**config.mk**
```make
export PLATFORM = sky130hd
export DESIGN_NAME = dsr_cfg_bank
export DESIGN_NICKNAME = d
export VERILOG_FILES = /design/src/core/dsr_pkg.sv /design/src/core/dsr_cfg_bank.sv /design/src/core/dsr_scl_gen.sv /design/src/core/dsr_setup_wait.sv
export VERILOG_INCLUDE_DIRS = /design/src /design/src/core
export SDC_FILE = /design/constraint.sdc
export NUM_CORES = 1
export LEC_CHECK = 0
export BUFFER_PORTS_ARGS = -buffer_cell sky130_fd_sc_hd__buf_4
export CORE_ASPECT_RATIO = 0.8
export CORE_MARGIN = 2
export CORE_UTILIZATION = 50
export DETAILED_ROUTE_END_ITERATION = 8
export GPL_TIMING_DRIVEN = 0
export PLACE_DENSITY_LB_ADDON = 0.15
export SYNTH_ARGS = -nofsm -noshare
export SYNTH_HDL_FRONTEND = slang
export SYNTH_SLANG_ARGS = --single-unit
```
**constraint.sdc**
```tcl
create_clock -name i_mclk -period 2.4 [get_ports i_mclk]
set_clock_uncertainty 0.05 [all_clocks]
set_input_delay 0.24 -clock i_mclk [delete_from_list [all_inputs] [get_ports i_mclk]]
set_output_delay 0.24 -clock i_mclk [all_outputs]
set_load 0.1 [all_outputs]
```
**src/core/dsr_defines.svh**
```systemverilog
// register offsets, reset values, field positions and timing constants
`ifndef DSR_DEFINES_SVH
`define DSR_DEFINES_SVH

// ***************************************************************
// register offsets
// ***************************************************************
`define DSR_OFS_SCL_HIGH 8'h26
`define DSR_OFS_SCL_LOW 8'h27
`define DSR_OFS_DATAPATH 8'h28
`define DSR_OFS_DISPLAY 8'h29

// ***************************************************************
// reset values
// ***************************************************************
`define DSR_RST_SCL_HIGH 8'h83
`define DSR_RST_SCL_LOW 8'h84
`define DSR_RST_DATAPATH 8'h20
`define DSR_RST_DISPLAY 8'h00

// ***************************************************************
// datapath field positions
// ***************************************************************
`define DSR_DP_KEEP_LOCAL 7
`define DSR_DP_RSVD 6
`define DSR_DP_VIDEO_OFF 5
`define DSR_DP_DUAL_LINK 4
`define DSR_DP_ALT_AUDIO 3
`define DSR_DP_AUDIO_OFF 2
`define DSR_DP_VIDEO_28 1
`define DSR_DP_SURROUND 0

// ***************************************************************
// display timing field positions
// ***************************************************************
`define DSR_DT_SYNC_MODE 7
`define DSR_DT_HS_LOW 6
`define DSR_DT_VS_LOW 5
`define DSR_DT_PV_LOW 4
`define DSR_DT_DITH2_ON 3
`define DSR_DT_DITH1_ON 2
`define DSR_DT_HDITH2_OFF 1
`define DSR_DT_HDITH1_OFF 0

// ***************************************************************
// timing: one count step of the clock period fields and the clock period; input mode codes
// ***************************************************************
`define DSR_STEP_NS 7'd50
`define DSR_CLK_NS 7'd40
`define DSR_MODE_AUTO 2'h0
`define DSR_MODE_DUAL 2'h1

`endif

```
**src/core/dsr_pkg.sv**
```systemverilog
// shared types and helpers of the deserializer configuration bank
package dsr_pkg;

   // clock generator phases
   typedef enum logic [1:0] {SCL_IDLE, SCL_HIGH, SCL_LOW} dsr_scl_st_t;

   // slave setup wait phases
   typedef enum logic {STR_IDLE, STR_WAIT} dsr_str_st_t;

   // datapath controls as seen by the rest of the chip
   typedef struct packed {
      logic keep_local_datapath_settings;
      logic video_off;
      logic dual_link;
      logic audio_on_gpio;
      logic audio_on;
      logic video_28bit;
      logic surround_on;
   } dsr_dp_cfg_t;

   // display sync group
   typedef struct packed {
      logic hsync;
      logic vsync;
      logic pixel_valid;
   } dsr_sync_t;

   // dither controls, all active high
   typedef struct packed {
      logic dither_stage_one_on;
      logic dither_stage_two_on;
      logic high_dither_one_on;
      logic high_dither_two_on;
   } dsr_dither_t;

   // a period field of zero still lasts one step
   function automatic logic [7:0] dsr_at_least_one(input logic [7:0] v);
      dsr_at_least_one = (v == 8'h00) ? 8'h01 : v;
   endfunction

endpackage

```
**src/core/dsr_cfg_bank.sv**
```systemverilog
// configuration bank: i2c clock periods, datapath and display timing
`include "dsr_defines.svh"

module dsr_cfg_bank
   import dsr_pkg::*;
(
   input wire logic i_mclk,
   input wire logic i_sys_rst,
   // register port
   input wire logic [7:0] i_addr,
   input wire logic [7:0] i_wr_data,
   input wire logic i_wr_en,
   input wire logic i_rd_en,
   output logic [7:0] o_rd_data_ff,
   // forward channel configuration load
   input wire logic i_fc_load,
   input wire logic [7:0] i_fc_cfg,
   // link status and receiver mode
   input wire logic i_link_up,
   input wire logic i_lock_mode,
   input wire logic [1:0] i_input_mode,
   output logic o_rx_lock_ff,
   output logic o_rx_dual_ff,
   // local i2c master clock, open drain
   input wire logic i_mst_run,
   input wire logic i_mst_scl_pin,
   output logic o_mst_scl_o_ff,
   output logic o_mst_scl_oe_ff,
   output logic o_mst_scl_seen_ff,
   // i2c slave clock stretch
   input wire logic i_slv_stretch_req,
   input wire logic i_slv_data_presented,
   output logic o_slv_scl_o_ff,
   output logic o_slv_scl_oe_ff,
   // datapath and display controls
   output dsr_dp_cfg_t o_dp_cfg_ff,
   input wire dsr_sync_t i_sync,
   output dsr_sync_t o_sync_ff,
   output dsr_dither_t o_dither_ff,
   output logic o_audio_out_en_ff,
   output logic o_surround_en_ff,
   output logic o_gpio1_word_clk_sel_ff,
   output logic o_gpio0_audio_data_sel_ff,
   output logic o_ctl_chan_en_ff
);

   // ***************************************************************
   // declarations
   // ***************************************************************
   logic [7:0] scl_high_ff;
   logic [7:0] scl_low_ff;
   logic [7:0] datapath_ff;
   logic [7:0] display_ff;
   logic [7:0] nxt_datapath;
   logic [7:0] nxt_rd_data;
   logic [6:0] step_acc_ff;
   logic [6:0] nxt_step_acc;
   logic step_tick;
   logic scl_low;
   logic slv_hold;
   logic scl_pin_meta_ff;
   logic scl_pin_sync_ff;
   logic fc_take;

   // ***************************************************************
   // address decode
   // ***************************************************************

   // true when a write strobe hits the given offset
   function automatic logic hit_wr(input logic [7:0] ofs);
      hit_wr = i_wr_en && (i_addr == ofs);
   endfunction

   // ***************************************************************
   // step timebase
   // ***************************************************************

   // the period fields count 50ns steps but the clock is 40ns, so an
   // accumulator spreads the remainder; each step is one or two cycles
   // and the average is exact, which is what the bus timing cares about
   always_comb begin
      nxt_step_acc = step_acc_ff + `DSR_CLK_NS;
      step_tick = 1'b0;
      if (nxt_step_acc >= `DSR_STEP_NS) begin
         nxt_step_acc = nxt_step_acc - `DSR_STEP_NS;
         step_tick = 1'b1;
      end
   end

   // timebase register
   always_ff @(posedge i_mclk) begin
      if (i_sys_rst) begin
         step_acc_ff <= 7'h00;
      end else begin
         step_acc_ff <= nxt_step_acc;
      end
   end

   // ***************************************************************
   // clock period registers
   // ***************************************************************

   // high phase length of the master clock
   always_ff @(posedge i_mclk) begin
      if (i_sys_rst) begin
         scl_high_ff <= `DSR_RST_SCL_HIGH;
      end else if (hit_wr(`DSR_OFS_SCL_HIGH)) begin
         scl_high_ff <= i_wr_data;
      end
   end

   // low phase length, shared with the slave setup wait
   always_ff @(posedge i_mclk) begin
      if (i_sys_rst) begin
         scl_low_ff <= `DSR_RST_SCL_LOW;
      end else if (hit_wr(`DSR_OFS_SCL_LOW)) begin
         scl_low_ff <= i_wr_data;
      end
   end

   // ***************************************************************
   // datapath register
   // ***************************************************************

   // forward channel may load only while local settings are not kept
   assign fc_take = i_fc_load && !datapath_ff[`DSR_DP_KEEP_LOCAL];

   // a forward load in the same cycle as a local write wins for the
   // fields it carries, since it reports link state; the override bit
   // itself is local only so the channel can never unlock itself
   always_comb begin
      nxt_datapath = datapath_ff;
      if (hit_wr(`DSR_OFS_DATAPATH)) begin
         nxt_datapath = i_wr_data;
      end
      if (fc_take) begin
         nxt_datapath[5:0] = i_fc_cfg[5:0];
      end
      nxt_datapath[`DSR_DP_RSVD] = 1'b0; // reserved bit reads zero
   end

   // holds whichever source wrote last
   always_ff @(posedge i_mclk) begin
      if (i_sys_rst) begin
         datapath_ff <= `DSR_RST_DATAPATH;
      end else begin
         datapath_ff <= nxt_datapath;
      end
   end

   // ***************************************************************
   // display timing and dither register
   // ***************************************************************

   // plain read/write controls
   always_ff @(posedge i_mclk) begin
      if (i_sys_rst) begin
         display_ff <= `DSR_RST_DISPLAY;
      end else if (hit_wr(`DSR_OFS_DISPLAY)) begin
         display_ff <= i_wr_data;
      end
   end

   // ***************************************************************
   // read port
   // ***************************************************************

   // unmapped offsets read as zero
   always_comb begin
      unique case (i_addr)
         `DSR_OFS_SCL_HIGH: nxt_rd_data = scl_high_ff;
         `DSR_OFS_SCL_LOW: nxt_rd_data = scl_low_ff;
         `DSR_OFS_DATAPATH: nxt_rd_data = datapath_ff;
         `DSR_OFS_DISPLAY: nxt_rd_data = display_ff;
         default: nxt_rd_data = 8'h00;
      endcase
   end

   // read data stand only in the cycle after the strobe
   always_ff @(posedge i_mclk) begin
      if (i_sys_rst) begin
         o_rd_data_ff <= 8'h00;
      end else if (i_rd_en) begin
         o_rd_data_ff <= nxt_rd_data;
      end else begin
         o_rd_data_ff <= 8'h00;
      end
   end

   // ***************************************************************
   // link status
   // ***************************************************************

   // lock mode 0 needs active video; mode 1 only needs a link
   always_ff @(posedge i_mclk) begin
      if (i_sys_rst) begin
         o_rx_lock_ff <= 1'b0;
      end else begin
         o_rx_lock_ff <= i_link_up &&
            (i_lock_mode || !datapath_ff[`DSR_DP_VIDEO_OFF]);
      end
   end

   // forced modes ignore the reported link width
   always_ff @(posedge i_mclk) begin
      if (i_sys_rst) begin
         o_rx_dual_ff <= 1'b0;
      end else if (i_input_mode == `DSR_MODE_AUTO) begin
         o_rx_dual_ff <= datapath_ff[`DSR_DP_DUAL_LINK];
      end else begin
         o_rx_dual_ff <= (i_input_mode == `DSR_MODE_DUAL);
      end
   end

   // control channel and gpio keep running with video off
   always_ff @(posedge i_mclk) begin
      if (i_sys_rst) begin
         o_ctl_chan_en_ff <= 1'b0;
      end else begin
         o_ctl_chan_en_ff <= i_link_up;
      end
   end

   // ***************************************************************
   // local i2c master clock
   // ***************************************************************

   // phase generator
   dsr_scl_gen u_scl_gen (
      .i_mclk(i_mclk),
      .i_sys_rst(i_sys_rst),
      .i_run(i_mst_run),
      .i_step(step_tick),
      .i_high_steps(scl_high_ff),
      .i_low_steps(scl_low_ff),
      .o_scl_low_ff(scl_low)
   );

   // open drain: drive zero while low, release for the high phase
   always_ff @(posedge i_mclk) begin
      if (i_sys_rst) begin
         o_mst_scl_o_ff <= 1'b0;
         o_mst_scl_oe_ff <= 1'b0;
      end else begin
         o_mst_scl_o_ff <= 1'b0;
         o_mst_scl_oe_ff <= scl_low;
      end
   end

   // the pin is asynchronous; a slave may hold it, so it is watched
   always_ff @(posedge i_mclk) begin
      if (i_sys_rst) begin
         scl_pin_meta_ff <= 1'b1;
         scl_pin_sync_ff <= 1'b1;
         o_mst_scl_seen_ff <= 1'b1;
      end else begin
         scl_pin_meta_ff <= i_mst_scl_pin;
         scl_pin_sync_ff <= scl_pin_meta_ff;
         o_mst_scl_seen_ff <= scl_pin_sync_ff;
      end
   end

   // ***************************************************************
   // i2c slave clock stretch
   // ***************************************************************

   // setup wait after data goes onto the data line
   dsr_setup_wait u_setup_wait (
      .i_mclk(i_mclk),
      .i_sys_rst(i_sys_rst),
      .i_data_presented(i_slv_data_presented),
      .i_step(step_tick),
      .i_low_steps(scl_low_ff),
      .o_hold_ff(slv_hold)
   );

   // clock held low while the slave waits for data or for setup
   always_ff @(posedge i_mclk) begin
      if (i_sys_rst) begin
         o_slv_scl_o_ff <= 1'b0;
         o_slv_scl_oe_ff <= 1'b0;
      end else begin
         o_slv_scl_o_ff <= 1'b0;
         o_slv_scl_oe_ff <= i_slv_stretch_req || slv_hold;
      end
   end

   // ***************************************************************
   // datapath controls
   // ***************************************************************

   // decoded view of the datapath register
   always_ff @(posedge i_mclk) begin
      if (i_sys_rst) begin
         o_dp_cfg_ff <= '0;
      end else begin
         o_dp_cfg_ff.keep_local_datapath_settings <= datapath_ff[`DSR_DP_KEEP_LOCAL];
         o_dp_cfg_ff.video_off <= datapath_ff[`DSR_DP_VIDEO_OFF];
         o_dp_cfg_ff.dual_link <= datapath_ff[`DSR_DP_DUAL_LINK];
         o_dp_cfg_ff.audio_on_gpio <= datapath_ff[`DSR_DP_ALT_AUDIO];
         o_dp_cfg_ff.audio_on <= !datapath_ff[`DSR_DP_AUDIO_OFF];
         o_dp_cfg_ff.video_28bit <= datapath_ff[`DSR_DP_VIDEO_28];
         o_dp_cfg_ff.surround_on <= datapath_ff[`DSR_DP_SURROUND];
      end
   end

   // audio enables; surround is an audio mode so audio-off gates it too
   always_ff @(posedge i_mclk) begin
      if (i_sys_rst) begin
         o_audio_out_en_ff <= 1'b0;
         o_surround_en_ff <= 1'b0;
      end else begin
         o_audio_out_en_ff <= !datapath_ff[`DSR_DP_AUDIO_OFF];
         o_surround_en_ff <= datapath_ff[`DSR_DP_SURROUND] &&
            !datapath_ff[`DSR_DP_AUDIO_OFF];
      end
   end

   // alternate audio is an extra copy on the general pins
   always_ff @(posedge i_mclk) begin
      if (i_sys_rst) begin
         o_gpio1_word_clk_sel_ff <= 1'b0;
         o_gpio0_audio_data_sel_ff <= 1'b0;
      end else begin
         o_gpio1_word_clk_sel_ff <= datapath_ff[`DSR_DP_ALT_AUDIO];
         o_gpio0_audio_data_sel_ff <= datapath_ff[`DSR_DP_ALT_AUDIO];
      end
   end

   // ***************************************************************
   // display timing
   // ***************************************************************

   // internal syncs are active high; in enable-only mode the syncs are
   // parked at their inactive level so the panel times on enable alone
   always_ff @(posedge i_mclk) begin
      if (i_sys_rst) begin
         o_sync_ff <= '0;
      end else begin
         o_sync_ff.hsync <= (display_ff[`DSR_DT_SYNC_MODE] && i_sync.hsync) ^
            display_ff[`DSR_DT_HS_LOW];
         o_sync_ff.vsync <= (display_ff[`DSR_DT_SYNC_MODE] && i_sync.vsync) ^
            display_ff[`DSR_DT_VS_LOW];
         o_sync_ff.pixel_valid <= i_sync.pixel_valid ^
            display_ff[`DSR_DT_PV_LOW];
      end
   end

   // dither enables; the high variants are stored inverted
   always_ff @(posedge i_mclk) begin
      if (i_sys_rst) begin
         o_dither_ff <= '0;
      end else begin
         o_dither_ff.dither_stage_one_on <= display_ff[`DSR_DT_DITH1_ON];
         o_dither_ff.dither_stage_two_on <= display_ff[`DSR_DT_DITH2_ON];
         o_dither_ff.high_dither_one_on <= !display_ff[`DSR_DT_HDITH1_OFF];
         o_dither_ff.high_dither_two_on <= !display_ff[`DSR_DT_HDITH2_OFF];
      end
   end

endmodule // dsr_cfg_bank

```
**src/core/dsr_scl_gen.sv**
```systemverilog
// master clock generator: high and low phases counted in steps
module dsr_scl_gen
   import dsr_pkg::*;
(
   input wire logic i_mclk,
   input wire logic i_sys_rst,
   input wire logic i_run,
   input wire logic i_step,
   input wire logic [7:0] i_high_steps,
   input wire logic [7:0] i_low_steps,
   output logic o_scl_low_ff
);
   dsr_scl_st_t st_ff;
   logic [7:0] cnt_ff;

   // phase sequencer; a new period value takes effect at the next phase
   always_ff @(posedge i_mclk) begin
      if (i_sys_rst || !i_run) begin
         st_ff <= SCL_IDLE;
         cnt_ff <= 8'h00;
      end else begin
         unique case (st_ff)
            SCL_IDLE: begin
               st_ff <= SCL_HIGH;
               cnt_ff <= dsr_at_least_one(i_high_steps);
            end
            SCL_HIGH: if (i_step) begin
               if (cnt_ff <= 8'h01) begin
                  st_ff <= SCL_LOW;
                  cnt_ff <= dsr_at_least_one(i_low_steps);
               end else begin
                  cnt_ff <= cnt_ff - 8'h01;
               end
            end
            SCL_LOW: if (i_step) begin
               if (cnt_ff <= 8'h01) begin
                  st_ff <= SCL_HIGH;
                  cnt_ff <= dsr_at_least_one(i_high_steps);
               end else begin
                  cnt_ff <= cnt_ff - 8'h01;
               end
            end
         endcase
      end
   end

   // line is pulled low only in the low phase
   always_ff @(posedge i_mclk) begin
      if (i_sys_rst) begin
         o_scl_low_ff <= 1'b0;
      end else begin
         o_scl_low_ff <= i_run && (st_ff == SCL_LOW);
      end
   end
endmodule // dsr_scl_gen

```
**src/core/dsr_setup_wait.sv**
```systemverilog
// slave data setup wait: holds the clock low a low-period after data
module dsr_setup_wait
   import dsr_pkg::*;
(
   input wire logic i_mclk,
   input wire logic i_sys_rst,
   input wire logic i_data_presented,
   input wire logic i_step,
   input wire logic [7:0] i_low_steps,
   output logic o_hold_ff
);
   dsr_str_st_t st_ff;
   logic [7:0] cnt_ff;

   // count the setup time, then let the clock line go
   always_ff @(posedge i_mclk) begin
      if (i_sys_rst) begin
         st_ff <= STR_IDLE;
         cnt_ff <= 8'h00;
         o_hold_ff <= 1'b0;
      end else begin
         unique case (st_ff)
            STR_IDLE: if (i_data_presented) begin
               st_ff <= STR_WAIT;
               cnt_ff <= dsr_at_least_one(i_low_steps);
               o_hold_ff <= 1'b1;
            end
            STR_WAIT: if (i_step) begin
               if (cnt_ff <= 8'h01) begin
                  st_ff <= STR_IDLE;
                  o_hold_ff <= 1'b0;
               end else begin
                  cnt_ff <= cnt_ff - 8'h01;
               end
            end
         endcase
      end
   end
endmodule // dsr_setup_wait

```
**Yosys cells after proc, flatten, opt, wreduce, memory -nomap -nowiden**

Cells that the tools add are included.

- Register bits: 90
- Logic and storage cells: 122
- Output and inout port bits: 34
- Input port bits: 40

- $lt $le $gt $ge: 3
- Bitwise gates (word level): 5
- Add/subtract/negate cells: 4
- Reduce and logical (&&, ||, !) cells: 29
- Multiplexer cells: 30
- Equality and inequality tests: 15

Operator list:

| cell | number |
|---|---|
| $mux 8 | 9 |
| $eq 8x6->1 const B | 4 |
| $pmux 8 s4 | 1 |
| $pmux 8 s3 | 1 |
| $le 8x1->1 const B | 2 |
| $logic_not 8->1 | 2 |
| $pmux 8 s2 | 1 |
| $sub 8x1->8 const B | 2 |
| $mux 6 | 2 |
| $ne 2x2->1 const B | 6 |
| $logic_and 1x1->1 | 10 |
| $mux 1 | 8 |
| $mux 2 | 4 |
| $add 7x6->7 const B | 1 |
| $ge 7x6->1 const B | 1 |
| $mux 7 | 1 |
| $sub 7x6->7 const B | 1 |
| $logic_not 1->1 | 6 |
| $pmux 2 s3 | 1 |
| $reduce_and 3->1 | 2 |
| $eq 2x1->1 const B | 2 |
| $logic_not 2->1 | 2 |
| $ne 2x1->1 const B | 2 |
| $pmux 1 s2 | 2 |
| other kinds (8) | 13 |

**Depth between registers and ports, before layout**

Gate-level depths: netlist (run 1).

- Depth after elaboration: 5
- Mapped depth: 8
- Gate-level depth less buffers: 7

**Modules after synthesis**

From an unflattened synthesis (run 1), not the netlist that was laid out.

- Cells, all modules: 495
- Area, all modules: 4294.1 um^2

By module, submodules not included:

| module | seq. area each (um^2) | cells each | instances | area an instance (um^2) |
|---|---|---|---|---|
| dsr_cfg_bank | 1361.3 | 304 | 1 | 2816.5 |
| dsr_scl_gen | 220.2 | 114 | 1 | 875.8 |
| dsr_setup_wait | 200.2 | 77 | 1 | 601.8 |

**Worst setup path before layout (run 1)**

Ideal clock, no wire load.

- Path kind: reg2reg
- Start point: register u_scl_gen.cnt_ff[3]
- End point: register u_scl_gen.cnt_ff[2]
- Clock period less this slack: 2.288 ns
- Setup slack: 0.112 ns
- Required time: 2.276 ns
- Cell stages (with the launch flop): 8
- Path buffers: 2
- Setup time: 0.074 ns
- Arrival time: 2.164 ns
- Cell sequence: dfxtp_1 -> or4_1 -> buf_2 -> or3_1 -> buf_6 -> mux2i_1 -> or4_1 -> a31oi_1

- Cells in the longest elaborated chain, start to end: 4
- Elaborated cells between the ends (all ways): 6
- Those cells by class: 1 x order compare; 5 x mux

Ends and longest elaborated chain:

| element | RTL line | RTL |
|---|---|---|
| start: declaration | dsr_scl_gen.sv:14 | `logic [7:0] cnt_ff;` |
| start signal: assignment | dsr_scl_gen.sv:25 | `cnt_ff <= dsr_at_least_one(i_high_steps);` |
| start signal: assignment | dsr_scl_gen.sv:30 | `cnt_ff <= dsr_at_least_one(i_low_steps);` |
| start signal: assignment | dsr_scl_gen.sv:32 | `cnt_ff <= cnt_ff - 8'h01;` |
| $le 8x1->1 (*) | dsr_scl_gen.sv:28, dsr_scl_gen.sv:36 |  |
| $mux 8, on equally long branches | dsr_scl_gen.sv:36, dsr_scl_gen.sv:28 |  |
| $mux 8, on equally long branches | dsr_scl_gen.sv:35, dsr_scl_gen.sv:27 |  |
| $pmux 8 s3 (*) | dsr_scl_gen.sv:22 | `unique case (st_ff)` |

Every way passes the cells marked *; elsewhere a longest branch is shown, timed or not. The select of a mux whose other input is x is not followed.
A chain may end at the register's enable or synchronous reset.

**Worst setup path after layout (run 1)**

- Start point: register u_scl_gen.cnt_ff[3]
- End point: register u_scl_gen.cnt_ff[5]

- Cells in the longest elaborated chain, start to end: 4
- Elaborated cells between the ends (all ways): 7
- Those cells by class: 1 x add/sub; 1 x order compare; 5 x mux

Ends and longest elaborated chain:

| element | RTL line |
|---|---|
| $sub 8x1->8 or $le 8x1->1 (tied branches) | n/a |
| $mux 8, on equally long branches | dsr_scl_gen.sv:36, dsr_scl_gen.sv:28 |
| $mux 8, on equally long branches | dsr_scl_gen.sv:35, dsr_scl_gen.sv:27 |
| $pmux 8 s3 (*) | dsr_scl_gen.sv:22 |

Marked as above.

==> flow_summary_export.csv, run 1 <==
group,metric,value,unit
place,port_buffers,68,
synthesis,synth_top_area_share,0.4343,
global_routing,grt_pass1_vias,3556,
clocking,clock_latency,0.37,ns
clocking,cts.reportedPaths.clkPinSlew,0.10,ns
critical_path,required,2.59,ns
drt,viasPerCell,5.911,
synthesis,synthMuxAreaShare,0.02196,
global_routing,grt_overflow,0,
timing,setup_viol,0,
pwr,leakagePower,1.963,nW
global_routing,gr-usage-met1,0.3653,
synthesis,post_synth_fa_ha_maj_area_fraction,0.03355,
synthesis,async_flop_share,0,
layout,fill_cells,704,
clocking,clock_path_buffers,2,
layout,areaGrowthSynthToFinish,22.08,%
layout,final_area,0.005009,mm2
global_routing,grt_max_degree,19,
critical_path,crit_top_cell,"buf_6",
synthesis,synth_largest_area_cell,"dfxtp_1",
min_path,hp-class,"in2reg",
timing,hold_violations,0,
synthesis,synth_top_family_by_area,"compound AO/OA/AOI/OAI gates",
synthesis,synth_simple_gate_area_frac,0.2120,
synthesis,synth_area_leaders,"dfxtp_1, a21oi_1, nand2_1",
critical_path,critPathKind,"reg2reg",
synthesis,synth_flop_cell,"dfxtp_1",
timing,worst_slew_pin_slew,0.6866,ns
layout,multiInputGateArea,0.002122,mm2
place,preCtsSetupSlack,-0.008930,ns
drt,drt_wl_total,11430,um
critical_path,cp_max_fo,7,
layout,drive_gt1_frac,0.2114,
critical_path,cp_slowest_stage_delay,0.53,ns
pwr,ir_drop,1.010,mV
critical_path,cp-end-kind,"flop",
job,cap_violations,0,
drt,wl_per_cell,17.03,um
synthesis,yosys_warnings,0,
timing,post-route-period-util,0.9899,
synthesis,syn_inst,476,
timing,slew_headroom,0.5423,
synthesis,synth.ff_latch_count,89,
global_routing,grt_pass1_wl,18200,um
synthesis,synth_area_per_cell,8.619,um2
layout,mostFrequentLayoutCell,"dfxtp_1",
layout,num_antenna_cells,0,
clocking,clockRootBuffer,"clkbuf_8",
drt,num_vias,3966,
layout,nets,609,
die,die-area,0.008950,mm2
die,ios,74,
synthesis,synth_xor_area_frac,0.02775,
global_routing,grtUsageTotal,0.2576,
critical_path,path_cells,"or4_4 > buf_6 > or3_1 > buf_6 > buf_12 > o21ai_0 > a221o_1 > a31oi_1",
global_routing,grtUsageMet3,0.06068,
place,dpl_cell_area,0.004752,mm2
critical_path,crit_arrival,2.56,ns
synthesis,syn_area,0.004103,mm2
clocking,htree_levels,3,
timing,drv_slew,0,
die,num_rows,29,
drt,dr.pass1.iters,5,
die,die_x,105.3,um
timing,period_needed,2.376,ns
global_routing,antenna_found_initial,0,
timing,fin_ws,0.02424,ns
global_routing,grt.busiest_layer,"met2",
drt,drt_iter0_drc,295,
timing,max_freq,0.4209,GHz
synthesis,synth_compound_area_frac,0.2165,
timing,tns,0,ns
run_status,status,"finished, final reports clean",
place,dpl.hpwl,8374,um
drt,postRouteAntennaNets,0,
layout,seqCellArea,0.001785,mm2
timing,rsz0062_at_grt,"yes",
clocking,cts_buffers,9,
clocking,cts_tree,"done",
synthesis,synth-edff-count,0,
drt,remaining_drc_errors,0,
pwr,power_density,896.5,mW/mm2
synthesis,ys_seq_area_frac,0.4343,
clocking,clkSinkCount,89,
layout,mostFrequentLayoutCells,"dfxtp_1, buf_4, nand2_1",
die,core_area,0.007946,mm2
synthesis,synth.distinct_cells,64,
critical_path,crit_slowest_cell,"or4_4",
global_routing,met2_usage,0.3941,
die,chipHeight,85.02,um
pwr,p_total,4.490,mW
die,start_util,0.5163,
critical_path,start_kind,"flop",
place,place.gp.congestion,0.9365,
[logic make-up after synthesis]
group | count (synthesis)
compound gates | 135
xor+xnor | 13
fa+ha+maj | 11
buf+inv | 49
flops | 89
mux | 9
other cells | 1
simple gates | 169
[synth_stat cells (3+ instances only)]
cell	instances
dfxtp_1	89
nand2_1	46
a21oi_1	43
nor2_1	27
nand3_1	21
o21ai_0	20
clkbuf_1	18
inv_1	17
nor2b_1	17
a22oi_1	14
nor3_1	14
ha_1	11
a31oi_1	10
mux2i_1	9
a211oi_1	7
and3_1	7
xnor2_1	7
a211o_1	6
xor2_1	6
buf_2	5
buf_4	5
nand2b_1	5
nor4_1	5
nor3_2	4
o22ai_1	4
or2_2	4
nor3b_1	3
o211ai_1	3
or3_1	3
or4_1	3
[path summary, 6_finish.rpt]
path	from	to	slack, ns	cells after the start
hold reg to reg	scl_pin_sync_ff	o_mst_scl_seen_ff	0.37	1
setup / recovery	u_scl_gen.cnt_ff[3]	u_scl_gen.cnt_ff[5]	0.02	8
hold / removal	i_mst_scl_pin	scl_pin_meta_ff	0.005	2
setup reg to reg	u_scl_gen.cnt_ff[3]	u_scl_gen.cnt_ff[5]	0.02	8
[metrics by stage]
stage	utilization	hold slack, ns	cells
4_1_cts	0.6242	0.003614	670
2_1_floorplan	-	0.2668	477
5_1_grt	0.6303	0.01562	671
3_3_place_gp	0.5980	0.3410	653
6_report	0.6303	0.005010	671
3_5_place_dp	0.5980	0.3497	653
[worst max-delay path: cells and delay by family (launching register included)]
family / cells / cell delay (ns)
and+or+nand+nor: 2 / 0.88
DFF: 1 / 0.37
buffers and inverters: 3 / 0.40
AOI/OAI and AO/OA: 3 / 0.54
[sequential cells by signal (all words and copies together), names as in the netlist, 6 cells and up]
| signal | count |
|---|---|
| datapath_ff | 7 |
| display_ff | 8 |
| o_rd_data_ff | 8 |
| scl_high_ff | 8 |
| scl_low_ff | 8 |
| step_acc_ff | 6 |
| u_scl_gen.cnt_ff | 8 |
| u_setup_wait.cnt_ff | 8 |
[timing repair]
item | 4_1_cts | 5_1_grt
pin swaps | 0 | 2
resized for setup | 1 | 9
setup buffers | 0 | 2
endpoints found under the hold margin | 1 | 0
hold buffers | 1 | 0
setup endpoints to repair | 2 | 13
[routing by layer]
| layer | part of all wire | vias up | wire (um) |
|---|---|---|---|
| met3 | 0.094 | 22 | 1070 |
| li1 | - | 1884 | - |
| met2 | 0.45 | 210 | 5140 |
| met4 | 0.017 | 0 | 189 |
| met5 | 0 | - | 0 |
| met1 | 0.44 | 1850 | 5025 |
[report_power, final]
part           total, mW  leakage, nW  internal, mW  switching [mW]
clock network       1.01       0.0966         0.406           0.604
logic               1.74         1.14         0.646            1.10
registers           1.74        0.728          1.61           0.127
total               4.49         1.96          2.66            1.83
[final cells by class]
| class | instances | share of cell area |
|---|---|---|
| Buffer | 31 | 0.03148 |
| Clock buffer | 9 | 0.02473 |
| Clock inverter | 7 | 0.01449 |
| Inverter | 17 | 0.01274 |
| Multi-Input combinational cell | 339 | 0.4237 |
| Sequential cell | 89 | 0.3565 |
| Tap cell | 108 | 0.02698 |
| Timing Repair Buffer | 71 | 0.1094 |
Power figures use the tool's default switching activity.
==> inputs of run 2 (changes only) <==
Settings changed: CORE_UTILIZATION 50 to 40.
==> flow_summary_export.csv, run 2 (synthesis gave the netlist of run 1 again) <==
group,metric,value,unit
clocking,cts_buffers,9,
place,dpl.hpwl,9153,um
die,die-area,0.01109,mm2
global_routing,grtUsageTotal,0.2296,
die,ios,74,
place,port_buffers,68,
layout,mostFrequentLayoutCells,"dfxtp_1, buf_4, nand2_1",
drt,postRouteAntennaNets,0,
run_status,status,"finished, final reports clean",
critical_path,critPathKind,"reg2reg",
pwr,leakagePower,1.993,nW
clocking,clkSinkCount,89,
layout,seqCellArea,0.001788,mm2
global_routing,grt_pass1_wl,19180,um
global_routing,antenna_found_initial,0,
die,core_area,0.01012,mm2
timing,slew_headroom,0.5511,
drt,viasPerCell,5.614,
drt,dr.pass1.iters,5,
critical_path,cp_slowest_stage_delay,0.58,ns
global_routing,grt_max_degree,16,
job,cap_violations,0,
place,dpl_cell_area,0.004792,mm2
place,preCtsSetupSlack,-0.08815,ns
drt,remaining_drc_errors,0,
global_routing,grt.busiest_layer,"met2",
critical_path,cp-end-kind,"flop",
timing,fin_ws,0.03727,ns
die,die_x,117.2,um
critical_path,r2r_slack,0.04,ns
critical_path,cp_max_fo,6,
drt,drt_wl_total,12220,um
critical_path,required,2.61,ns
drt,wl_per_cell,17.40,um
layout,mostFrequentLayoutCell,"dfxtp_1",
critical_path,path_cells,"or4_4 > or3_4 > buf_6 > mux2i_1 > or4_1 > a31oi_1",
timing,worst_slew_pin_slew,0.6734,ns
clocking,cts.reportedPaths.clkPinSlew,0.06,ns
timing,tns,0,ns
timing,whs,0.03452,ns
timing,post-route-period-util,0.9845,
die,start_util,0.4056,
drt,num_vias,3941,
timing,hold_violations,0,
pwr,ir_drop,0.5547,mV
global_routing,grt_pass1_vias,3648,
min_path,hp-class,"in2reg",
place,place.gp.congestion,0.9283,
global_routing,grt_overflow,0,
layout,num_antenna_cells,0,
clocking,clock_latency,0.34,ns
timing,drv_slew,0,
pwr,power_density,934.5,mW/mm2
timing,rsz0062_at_grt,"yes",
clocking,clock_path_buffers,2,
critical_path,crit_slowest_cell,"or4_4",
clocking,htree_levels,3,
global_routing,met2_usage,0.3391,
layout,fill_cells,989,
layout,final_area,0.005121,mm2
layout,nets,608,
layout,drive_gt1_frac,0.2206,
layout,areaGrowthSynthToFinish,24.82,%
timing,max_freq,0.4232,GHz
drt,drt_iter0_drc,317,
layout,finalNonFillerCells,702,
critical_path,start_kind,"flop",
clocking,cts_tree,"done",
clocking,clockRootBuffer,"clkbuf_16",
critical_path,crit_arrival,2.58,ns
timing,setup_viol,0,
global_routing,gr-usage-met1,0.3304,
timing,period_needed,2.363,ns
die,num_rows,33,
die,chipHeight,94.59,um
place,place_inst,685,
global_routing,grtUsageMet3,0.05327,
layout,multiInputGateArea,0.002140,mm2
==> run 2: cell types whose count changed in the layout (fill, tap and decap cells not counted), sizes merged <==
| cell | previous run | this run |
|---|---|---|
| inv | 20 | 17 |
| clkinv | 3 | 5 |
| buf | 83 | 82 |
| clkinvlp | 1 | 2 |
==> run 2: layer usage <==
metal | part of all wire | wire (um) | vias to the layer above
met5 | 0 | 0 | -
met4 | 0.019 | 233 | 0
li1 | - | - | 1878
met3 | 0.089 | 1083 | 16
met1 | 0.47 | 5787 | 1862
met2 | 0.42 | 5111 | 185
==> run 2: area by class of cell <==
cell class,count,share of cell area
multi-input combinational,339,0.4178
sequential,89,0.3491
timing repair buffer,71,0.1046
clock buffer,9,0.04398
tap,140,0.03420
buffer,30,0.02859
inverter,17,0.01246
clock inverter,7,0.009284
==> run 2: power by group <==
part	switching (mW)	total, mW	internal (mW)
combinational	1.13	1.75	0.620
sequential	0.127	1.74	1.61
clock	0.596	1.29	0.699
==> run 2: path summary, 6_finish.rpt <==
path                                           from             endpoint  cells after the start
worst max-delay path            u_scl_gen.cnt_ff[6]  u_scl_gen.cnt_ff[2]                      6
worst min-delay path                  i_mst_scl_pin      scl_pin_meta_ff                      2
worst max register to register  u_scl_gen.cnt_ff[6]  u_scl_gen.cnt_ff[2]                      6
worst min register to register      scl_pin_sync_ff    o_mst_scl_seen_ff                      1
==> run 2: what timing repair did <==
action                     CTS  global route
hold buffers                 1             0
setup endpoints to repair    8            15
hold endpoints to repair     1             0
pin swaps                    2             3
setup buffers                1             1
gates resized for setup      7             9
==> run 2: worst max-delay path: cells and delay by family (launching register included) <==
kind | cells | cell delay (ns)
buffers and inverters | 1 | 0.13
flip-flops | 1 | 0.33
AO/OA/AOI/OAI | 1 | 0.20
multiplexers | 1 | 0.10
AND/OR/NAND/NOR | 3 | 1.47
==> run 2: through the flow <==
stage               total power [mW]    util
finish                         4.786  0.5062
detailed placement             3.415  0.4737
floorplan                      2.968       -
global placement               3.373  0.4737
global route                   5.074  0.5062
CTS                            4.760  0.5046
